### src/ssc_pkg.sv
// constants shared by both ends of the status/control register pair
package ssc_pkg;
  // ----------------------------------------------------------------
  // register offsets
  // ----------------------------------------------------------------
  localparam logic [3:0] ADDR_MASK1 = 4'h6;
  localparam logic [3:0] ADDR_STCTL0 = 4'h7;
  localparam logic [3:0] ADDR_STCTL1 = 4'h8;
  localparam logic [3:0] ADDR_BUSDATA = 4'ha;
  // ----------------------------------------------------------------
  // primary status fields
  // ----------------------------------------------------------------
  localparam int ST0_MEMPAR = 6;
  localparam int ST0_RSTOCC = 7;
  // ----------------------------------------------------------------
  // primary control fields
  // ----------------------------------------------------------------
  localparam int C0_ID_LSB = 0;
  localparam int C0_DIFF = 3;
  localparam int C0_PADIR = 4;
  localparam int C0_TARGET = 5;
  localparam int C0_MEMWR = 6;
  localparam int C0_MEMREQ = 7;
  localparam logic [7:0] C0_RESET = 8'h00;
  // ----------------------------------------------------------------
  // secondary status / control fields
  // ----------------------------------------------------------------
  localparam int ST1_CMDDONE = 3;
  localparam int ST1_ERROR = 4;
  localparam int ST1_RSTIN = 5;
  localparam int C1_SWRST = 0;
  localparam int C1_AUTOPIO = 3;
  localparam int C1_PBOE = 4;
  localparam int C1_MEM16 = 6;
  localparam logic [7:0] C1_RESET = 8'h00;
  // ----------------------------------------------------------------
  // interrupt mask fields
  // ----------------------------------------------------------------
  localparam int M1_CMDDONE = 3;
  localparam int M1_MEMPAR = 4;
  localparam logic [7:0] M1_RESET = 8'h00;
  // ----------------------------------------------------------------
  // general port pins taken over in 16-bit mode
  // ----------------------------------------------------------------
  localparam int PA_HIGH_BYTE_VALID = 2;
  localparam int PA_LOW_BYTE_VALID = 7;
  // ----------------------------------------------------------------
  // timing
  // ----------------------------------------------------------------
  localparam int CLK_PERIOD_NS = 5;
  localparam int RST_MIN_NS = 500;
  localparam int RST_MIN_CYC =
    (RST_MIN_NS + CLK_PERIOD_NS - 1) / CLK_PERIOD_NS;
  localparam logic [7:0] RST_MIN_CNT = 8'(RST_MIN_CYC);
endpackage : ssc_pkg

### src/ssc_if.sv
// register port between the microprocessor end and the controller end
`timescale 1ns/100ps
interface ssc_if;
  logic [3:0] addr;
  logic [7:0] wdata;
  logic [7:0] rdata;
  logic wr_stb;
  logic rd_stb;
  logic irq;
  modport dev (
    input addr,
    input wdata,
    input wr_stb,
    input rd_stb,
    output rdata,
    output irq
  );
  modport host (
    output addr,
    output wdata,
    output wr_stb,
    output rd_stb,
    input rdata,
    input irq
  );
endinterface : ssc_if

### src/ssc_dev.sv
// controller end: status/control registers and the logic they steer
//
// Contract
// - memory parity error halts, interrupts, sets flags
// - clearing parity mask clears flag, resumes transfer
// - bus reset qualifies only after minimum duration
// - qualified reset latches, interrupts, releases bus signals
// - reset flag cleared only by software/power reset
// - live reset line shown; software polls it
// - secondary error bits readable regardless of mask
// - mode bit: zero single-ended, one differential
// - port direction bit: one output, zero input
// - target bit chooses reselection over selection
// - memory direction bit: one write, zero read
// - zero mask write clears secondary bits 0,1
// - software reads status before clearing mask bits 0/1
// - 16-bit mode: port B high byte, overrides enable
// - 16-bit mode drives byte-valid pins on port A
// - auto PIO bit: one handshake, self-clear, done
// - software moves one data byte per handshake
// - phase mismatch: software clears PIO, restarts
`timescale 1ns/100ps
module ssc_dev
  import ssc_pkg::*;
(
  input wire logic sys_clk,
  input wire logic rstn,
  ssc_if.dev bus,
  input wire logic scsi_rst_pin,
  input wire logic mem_par_err,
  input wire logic dma_active,
  input wire logic mem_cycle_done,
  input wire logic arb_won,
  input wire logic pio_hs_done,
  input wire logic [1:0] st1_event,
  input wire logic [3:0] sec_err,
  input wire logic high_byte_valid,
  input wire logic low_byte_valid,
  input wire logic [7:0] porta_wr_data,
  output logic xfer_halt,
  output logic scsi_release,
  output logic [2:0] own_id,
  output logic diff_mode,
  output logic [7:0] porta_out,
  output logic [7:0] porta_oe,
  output logic portb_oe,
  output logic mem_hi_byte_en,
  output logic mem_cycle_req,
  output logic mem_cycle_write,
  output logic go_select,
  output logic go_reselect,
  output logic pio_req
);
  import ssc_pkg::*;

  // ----------------------------------------------------------------
  // register decode
  // ----------------------------------------------------------------
  logic [7:0] ctl0_q, ctl0_d;
  logic [7:0] ctl1_q, ctl1_d;
  logic [7:0] mask_q;
  logic mempar_q, rstocc_q, cmddone_q;
  logic [1:0] st1_pend_q;
  logic [7:0] rdata_q;
  logic rst_s1_q, rst_s2_q;
  logic [7:0] rst_cnt_q;
  logic go_sel_q, go_resel_q;

  wire wr0 = bus.wr_stb && (bus.addr == ADDR_STCTL0);
  wire wr1 = bus.wr_stb && (bus.addr == ADDR_STCTL1);
  wire wrm = bus.wr_stb && (bus.addr == ADDR_MASK1);
  wire sw_rst = wr1 && bus.wdata[C1_SWRST];

  // ----------------------------------------------------------------
  // bus reset qualification
  // ----------------------------------------------------------------
  // the count only runs on the second synchroniser stage
  wire rst_qual = rst_s2_q && (rst_cnt_q == RST_MIN_CNT - 8'h01);

  always_ff @(posedge sys_clk)
  begin
    if (!rstn)
    begin
      rst_s1_q <= 1'b0;
      rst_s2_q <= 1'b0;
      rst_cnt_q <= 8'h00;
    end
    else
    begin
      rst_s1_q <= scsi_rst_pin;
      rst_s2_q <= rst_s1_q;
      if (!rst_s2_q)
        rst_cnt_q <= 8'h00;
      else if (rst_cnt_q != RST_MIN_CNT)
        rst_cnt_q <= rst_cnt_q + 8'h01;
    end
  end

  // ----------------------------------------------------------------
  // sticky status flags; a set in the clearing cycle wins
  // ----------------------------------------------------------------
  wire mempar_set = mem_par_err && mask_q[M1_MEMPAR];
  wire mempar_clr = wrm && !bus.wdata[M1_MEMPAR];
  wire pend_clr0 = wrm && !bus.wdata[0];
  wire pend_clr1 = wrm && !bus.wdata[1];
  wire cmd_clr = wrm && !bus.wdata[M1_CMDDONE];

  always_ff @(posedge sys_clk)
  begin
    if (!rstn)
    begin
      mempar_q <= 1'b0;
      rstocc_q <= 1'b0;
      cmddone_q <= 1'b0;
      st1_pend_q <= 2'b00;
      mask_q <= M1_RESET;
    end
    else
    begin
      if (mempar_set)
        mempar_q <= 1'b1;
      else if (mempar_clr)
        mempar_q <= 1'b0;
      if (rst_qual)
        rstocc_q <= 1'b1;
      else if (sw_rst)
        rstocc_q <= 1'b0;
      if (pio_hs_done && ctl1_q[C1_AUTOPIO])
        cmddone_q <= 1'b1;
      else if (cmd_clr)
        cmddone_q <= 1'b0;
      if (st1_event[0])
        st1_pend_q[0] <= 1'b1;
      else if (pend_clr0)
        st1_pend_q[0] <= 1'b0;
      if (st1_event[1])
        st1_pend_q[1] <= 1'b1;
      else if (pend_clr1)
        st1_pend_q[1] <= 1'b0;
      if (wrm)
        mask_q <= bus.wdata;
    end
  end

  // ----------------------------------------------------------------
  // control registers
  // ----------------------------------------------------------------
  // a request written during DMA stays pending and is granted later
  wire mem_grant = ctl0_q[C0_MEMREQ] && !dma_active && !mempar_q;

  always_comb
  begin
    ctl0_d = ctl0_q;
    if (wr0)
      ctl0_d = bus.wdata;
    if (mem_cycle_done && mem_grant)
      ctl0_d[C0_MEMREQ] = 1'b0;
    ctl1_d = ctl1_q;
    if (wr1)
      ctl1_d = bus.wdata;
    ctl1_d[C1_SWRST] = 1'b0;
    if (pio_hs_done && ctl1_q[C1_AUTOPIO])
      ctl1_d[C1_AUTOPIO] = 1'b0;
    if (sw_rst)
      ctl1_d[C1_AUTOPIO] = 1'b0;
  end

  always_ff @(posedge sys_clk)
  begin
    if (!rstn)
    begin
      ctl0_q <= C0_RESET;
      ctl1_q <= C1_RESET;
    end
    else
    begin
      ctl0_q <= ctl0_d;
      ctl1_q <= ctl1_d;
    end
  end

  // ----------------------------------------------------------------
  // status read-back
  // ----------------------------------------------------------------
  wire err_any = mempar_q || rstocc_q || (|sec_err);
  wire [7:0] st0 = {rstocc_q, mempar_q, sec_err[3:1], 1'b0,
                    sec_err[0], 1'b0};
  wire [7:0] st1 = {2'b00, rst_s2_q, err_any, cmddone_q, 1'b0,
                    st1_pend_q};
  wire [7:0] rd_mux = (bus.addr == ADDR_STCTL0) ? st0 :
                      (bus.addr == ADDR_STCTL1) ? st1 :
                      (bus.addr == ADDR_MASK1) ? mask_q : 8'h00;

  always_ff @(posedge sys_clk)
  begin
    if (!rstn)
      rdata_q <= 8'h00;
    else if (bus.rd_stb)
      rdata_q <= rd_mux;
  end

  // ----------------------------------------------------------------
  // arbitration outcome
  // ----------------------------------------------------------------
  always_ff @(posedge sys_clk)
  begin
    if (!rstn)
    begin
      go_sel_q <= 1'b0;
      go_resel_q <= 1'b0;
    end
    else
    begin
      go_sel_q <= arb_won && !ctl0_q[C0_TARGET];
      go_resel_q <= arb_won && ctl0_q[C0_TARGET];
    end
  end

  // ----------------------------------------------------------------
  // outputs
  // ----------------------------------------------------------------
  wire m16 = ctl1_q[C1_MEM16];
  wire [7:0] pa_dir = ctl0_q[C0_PADIR] ? 8'hff : 8'h00;
  wire [7:0] pa_m16 = m16 ? 8'h84 : 8'h00;

  assign bus.rdata = rdata_q;
  assign bus.irq = mempar_q || rstocc_q ||
                   (cmddone_q && mask_q[M1_CMDDONE]) ||
                   (|(st1_pend_q & mask_q[1:0]));
  assign xfer_halt = mempar_q;
  assign scsi_release = rstocc_q;
  assign own_id = ctl0_q[C0_ID_LSB +: 3];
  assign diff_mode = ctl0_q[C0_DIFF];
  assign porta_oe = pa_dir | pa_m16;
  always_comb
  begin
    porta_out = porta_wr_data;
    if (m16)
    begin
      porta_out[PA_HIGH_BYTE_VALID] = high_byte_valid;
      porta_out[PA_LOW_BYTE_VALID] = low_byte_valid;
    end
  end
  assign portb_oe = ctl1_q[C1_PBOE] && !m16;
  assign mem_hi_byte_en = m16;
  assign mem_cycle_req = mem_grant;
  assign mem_cycle_write = ctl0_q[C0_MEMWR];
  assign go_select = go_sel_q;
  assign go_reselect = go_resel_q;
  assign pio_req = ctl1_q[C1_AUTOPIO] && !rstocc_q;
endmodule : ssc_dev

### src/flat_wrapper.sv
// flat-port wrapper written by rule: the top's interface ports become plain ports
module ssc_dev_flat import ssc_pkg::*;
  (sys_clk, rstn, scsi_rst_pin, mem_par_err, dma_active, mem_cycle_done, arb_won, pio_hs_done, st1_event, sec_err, high_byte_valid, low_byte_valid, porta_wr_data, xfer_halt, scsi_release, own_id, diff_mode, porta_out, porta_oe, portb_oe, mem_hi_byte_en, mem_cycle_req, mem_cycle_write, go_select, go_reselect, pio_req, bus_addr, bus_wdata, bus_wr_stb, bus_rd_stb, bus_rdata, bus_irq);
  ssc_if bus_i ();
  input wire logic sys_clk;
  input wire logic rstn;
  input wire logic scsi_rst_pin;
  input wire logic mem_par_err;
  input wire logic dma_active;
  input wire logic mem_cycle_done;
  input wire logic arb_won;
  input wire logic pio_hs_done;
  input wire logic [1:0] st1_event;
  input wire logic [3:0] sec_err;
  input wire logic high_byte_valid;
  input wire logic low_byte_valid;
  input wire logic [7:0] porta_wr_data;
  output logic xfer_halt;
  output logic scsi_release;
  output logic [2:0] own_id;
  output logic diff_mode;
  output logic [7:0] porta_out;
  output logic [7:0] porta_oe;
  output logic portb_oe;
  output logic mem_hi_byte_en;
  output logic mem_cycle_req;
  output logic mem_cycle_write;
  output logic go_select;
  output logic go_reselect;
  output logic pio_req;
  input wire logic [$bits(bus_i.addr)-1:0] bus_addr;
  input wire logic [$bits(bus_i.wdata)-1:0] bus_wdata;
  input wire logic [$bits(bus_i.wr_stb)-1:0] bus_wr_stb;
  input wire logic [$bits(bus_i.rd_stb)-1:0] bus_rd_stb;
  output wire logic [$bits(bus_i.rdata)-1:0] bus_rdata;
  output wire logic [$bits(bus_i.irq)-1:0] bus_irq;
  assign bus_i.addr = bus_addr;
  assign bus_i.wdata = bus_wdata;
  assign bus_i.wr_stb = bus_wr_stb;
  assign bus_i.rd_stb = bus_rd_stb;
  assign bus_rdata = bus_i.rdata;
  assign bus_irq = bus_i.irq;
  ssc_dev u_core (.sys_clk(sys_clk), .rstn(rstn), .bus(bus_i), .scsi_rst_pin(scsi_rst_pin), .mem_par_err(mem_par_err), .dma_active(dma_active), .mem_cycle_done(mem_cycle_done), .arb_won(arb_won), .pio_hs_done(pio_hs_done), .st1_event(st1_event), .sec_err(sec_err), .high_byte_valid(high_byte_valid), .low_byte_valid(low_byte_valid), .porta_wr_data(porta_wr_data), .xfer_halt(xfer_halt), .scsi_release(scsi_release), .own_id(own_id), .diff_mode(diff_mode), .porta_out(porta_out), .porta_oe(porta_oe), .portb_oe(portb_oe), .mem_hi_byte_en(mem_hi_byte_en), .mem_cycle_req(mem_cycle_req), .mem_cycle_write(mem_cycle_write), .go_select(go_select), .go_reselect(go_reselect), .pio_req(pio_req));
endmodule
### config.mk
export PLATFORM = sky130hd
export DESIGN_NAME = ssc_dev_flat
export DESIGN_NICKNAME = d
export VERILOG_FILES = /design/src/ssc_pkg.sv /design/src/ssc_if.sv /design/src/ssc_dev.sv /design/src/flat_wrapper.sv
export SDC_FILE = /design/constraint.sdc
export NUM_CORES = 1
export LEC_CHECK = 0
export BUFFER_PORTS_ARGS = -buffer_cell sky130_fd_sc_hd__buf_4
export CAP_MARGIN = 40
export CORE_UTILIZATION = 40
export CTS_CLUSTER_DIAMETER = 200
export DETAILED_ROUTE_END_ITERATION = 8
export PLACE_DENSITY = 0.7
export SKIP_CTS_REPAIR_TIMING = 1
export SLEW_MARGIN = 20
export SYNTH_ARGS = -nofsm -noshare
export SYNTH_HDL_FRONTEND = slang
export SYNTH_SLANG_ARGS = --single-unit
export TNS_END_PERCENT = 100
### constraint.sdc
create_clock -name sys_clk -period 3.1 [get_ports sys_clk]
set_input_delay 0.62 -clock sys_clk [delete_from_list [all_inputs] [get_ports sys_clk]]
set_output_delay 0.62 -clock sys_clk [all_outputs]
set_load 0.01 [all_outputs]
==> summary.md <==
| Metric | Value |
|---|---|
| Ys async rst share | `0%` |
| Grt ovf | `0` |
| WP data required | `around 2.5 ns` |
| Final Slew Violations | `0` |
| Post-Syn Area | `about 2100 sq um` |
| RSZ-0062 raised after global routing | `no` |
| Status | `complete, no violations` |
| First-pass GRT wire length | `8090 um` |
| Final Cycle Share | `59.5%` |
| DP Area | `2510 sq um` |
| Worst-path clk slew | `0.09 ns` |
| Total Routing Usage GR | `around a fifth` |
| Rows | `26` |
| WL per Instance | `14.7 um` |
| Mapped Nets | `290` |
| Final cell utilization of the core | `between 50% and 60%` |
| Leakage | `1.02 nW` |
| Post-synth top area share | `approximately two fifths` |
| Final Total Pwr | `~0.0013 W` |
| Clock sink count | `44` |
| Final Skew | `just over 0.009 ns` |
| Initial antenna violation count | `0` |
| Fillers | `roughly 500` |
| Slew headroom | `roughly 47%` |
| Final Setup Violations | `0` |
| H-tree Lvls | `2` |
| Placed Cells | `~350` |
| Yosys warns | `0` |
| Hold Violations, Final | `0` |
| Initial detailed-routing violation count | `about 100` |
| Flop-to-flop setup slack | `about 1.7 ns` |
| Via count | `1970` |
| Root buffer cell | `clkbuf_8` |
| Port Buffers | `63` |
| Flops & latches, synth | `44` |
| Critical path data arrival time | `1.22 ns` |
| Synth cell types | `~50` |
| CP Max Fanout | `6` |
| Synth cell count leaders | `dfxtp_1, a21oi_1, o21ai_0` |
| Fmax | `around 0.54 GHz` |
| EDFF count, synth | `0` |
| Top-count cell post-synth | `dfxtp_1` |
| Pin count of the biggest net entering global routing | `24` |
| VDD IR max | `approximately 310 uV` |
| Worst-skew pair later-pin latency | `0.30 ns` |
| PwrDens | `approximately 480 nW/um^2` |
| Fin area | `about 2700 sq um` |
| Starting density of the core | `between 40% and 50%` |
| Tmin final | `approximately 1.8 ns` |
| Die Height | `75.0 um` |
| Finished Layout Cells | `around 360` |
| Final ANT Viol Nets | `0` |
| CTS tree | `built` |
| Nets | `approximately 330` |
| Synth area leader | `dfxtp_1` |
| CP startpoint kind | `flop` |
| Max Root-Sink Buffers | `2` |
| HPWL after DPL | `3920 um` |
| Crit end category | `primary output` |
| Main area contributors after synthesis | `dfxtp_1, a21oi_1, o21ai_0` |
| Max-cap viol count | `0` |
| Num CTS Buffers | `5` |
| Number of inserted diodes | `0` |
| Crit Path Category | `reg -> out` |
| Worst-margin pin slew | `about 0.79 ns` |
| Seq/Total Area, Yosys | `about two fifths` |
| Vias per inst | `5.44` |
| Area growth syn-to-layout | `25.2%` |
| 1st-pass router iterations | `5` |
| Layout cell share with drive strength beyond 1 | `roughly 29%` |
| Routed WL | `roughly 5300 um` |
| Die width | `about 75 um` |
| Min-delay worst type | `reg -> reg` |
| Die area | `5630 sq um` |
| Number of I/O pins | `76` |
| RD Place Congestion | `between 0.8 and 0.9` |
| Cell count after synthesis | `250` |
| Drt drc | `0` |
| Vias in the first global route | `around 1600` |
| TNS Setup | `0 ns` |
| Syn Area/Cell | `8.53 sq um` |
| Core outline area | `roughly 5100 sq um` |
| Main synth FF type | `dfxtp_1` |
-- area by class of cell --
cell class | count | area, sq um | share of cell area, %
Sequential cell | 44 | 881 | 33.0
Inverter | 4 | 15.0 | 0.562
Timing Repair Buffer | 63 | 473 | 17.7
Clock buffer | 5 | 68.8 | 2.58
Tap cell | 70 | 87.6 | 3.28
Clock inverter | 3 | 90.1 | 3.37
Multi-Input combinational cell | 173 | 1050 | 39.5
-- flip-flops by register name, summed over array words and instances, names as in the netlist --
signal               count
u_core.cmddone_q         1
u_core.st1_pend_q        2
u_core.rst_cnt_q         8
u_core.rst_s2_q          1
u_core.scsi_release      1
u_core.bus.rdata         8
u_core.mask_q            8
u_core.go_select         1
u_core.xfer_halt         1
u_core.ctl1_q            3
u_core.go_reselect       1
u_core.ctl0_q            8
u_core.rst_s1_q          1
-- critical path, cell delays in order, from the launching register on --
cell	delay (ns)
dfxtp_1	0.43
mux2_2	0.35
buf_4	0.14
-- path summary, 6_finish.rpt --
kind / start / end / cells after the start
max: u_core.ctl1_q[6] / porta_out[2] / 2
min: u_core.ctl0_q[5] / u_core.go_select / 1
max reg2reg: u_core.rst_cnt_q[0] / u_core.rst_cnt_q[6] / 4
min reg2reg: u_core.ctl0_q[5] / u_core.go_select / 1
-- cells in the final DEF, fill, tap and decap left out, types with 2 or more instances in the layout --
| cell type | count |
|---|---|
| a21oi_1 | 31 |
| a22oi_1 | 2 |
| a41oi_1 | 3 |
| and2_1 | 3 |
| and3_1 | 3 |
| buf_4 | 63 |
| bufinv_16 | 3 |
| clkbuf_8 | 5 |
| dfxtp_1 | 44 |
| ha_1 | 2 |
| inv_1 | 4 |
| mux2_2 | 4 |
| nand2_1 | 10 |
| nand2_2 | 2 |
| nand2b_1 | 4 |
| nand3_1 | 26 |
| nand3b_1 | 10 |
| nand4b_1 | 3 |
| nor2_1 | 7 |
| nor2b_1 | 3 |
| nor3_1 | 4 |
| nor3b_1 | 2 |
| o21ai_0 | 28 |
| o31ai_1 | 3 |
-- power by group --
part | leakage [nW] | internal, W | switching, W
clock | 0.0784 | 0.000403 | 0.000197
sequential | 0.357 | 0.000575 | 0.00000682
combinational | 0.580 | 0.0000524 | 0.0000582
total | 1.02 | 0.00103 | 0.000262
-- logic make-up after synthesis --
family,share of synthesized area (%)
AO/OA/AOI/OAI,20.3
flip-flops,41.3
multiplexers,2.11
buffers and inverters,9.27
AND/OR/NAND/NOR,25.5
adder cells (fa/ha/maj),1.17
XOR/XNOR,0.411
-- per-stage QoR --
| step | hold WS (ns) | setup slack [ns] |
|---|---|---|
| floorplan | 0.397 | 1.45 |
| global placement | 0.417 | 1.24 |
| detailed placement | 0.419 | 1.13 |
| CTS | 0.438 | 1.25 |
| global route | 0.453 | 1.20 |
| finish | 0.434 | 1.26 |
-- layer usage --
layer	GRT usage [%]	share of wire [%]	wire length (um)
met5	0	0	0
met4	7.97	1.6	85
met3	4.82	6.8	364
met2	30.3	48	2530
met1	25.6	44	2330
Power figures use the tool's default switching activity.
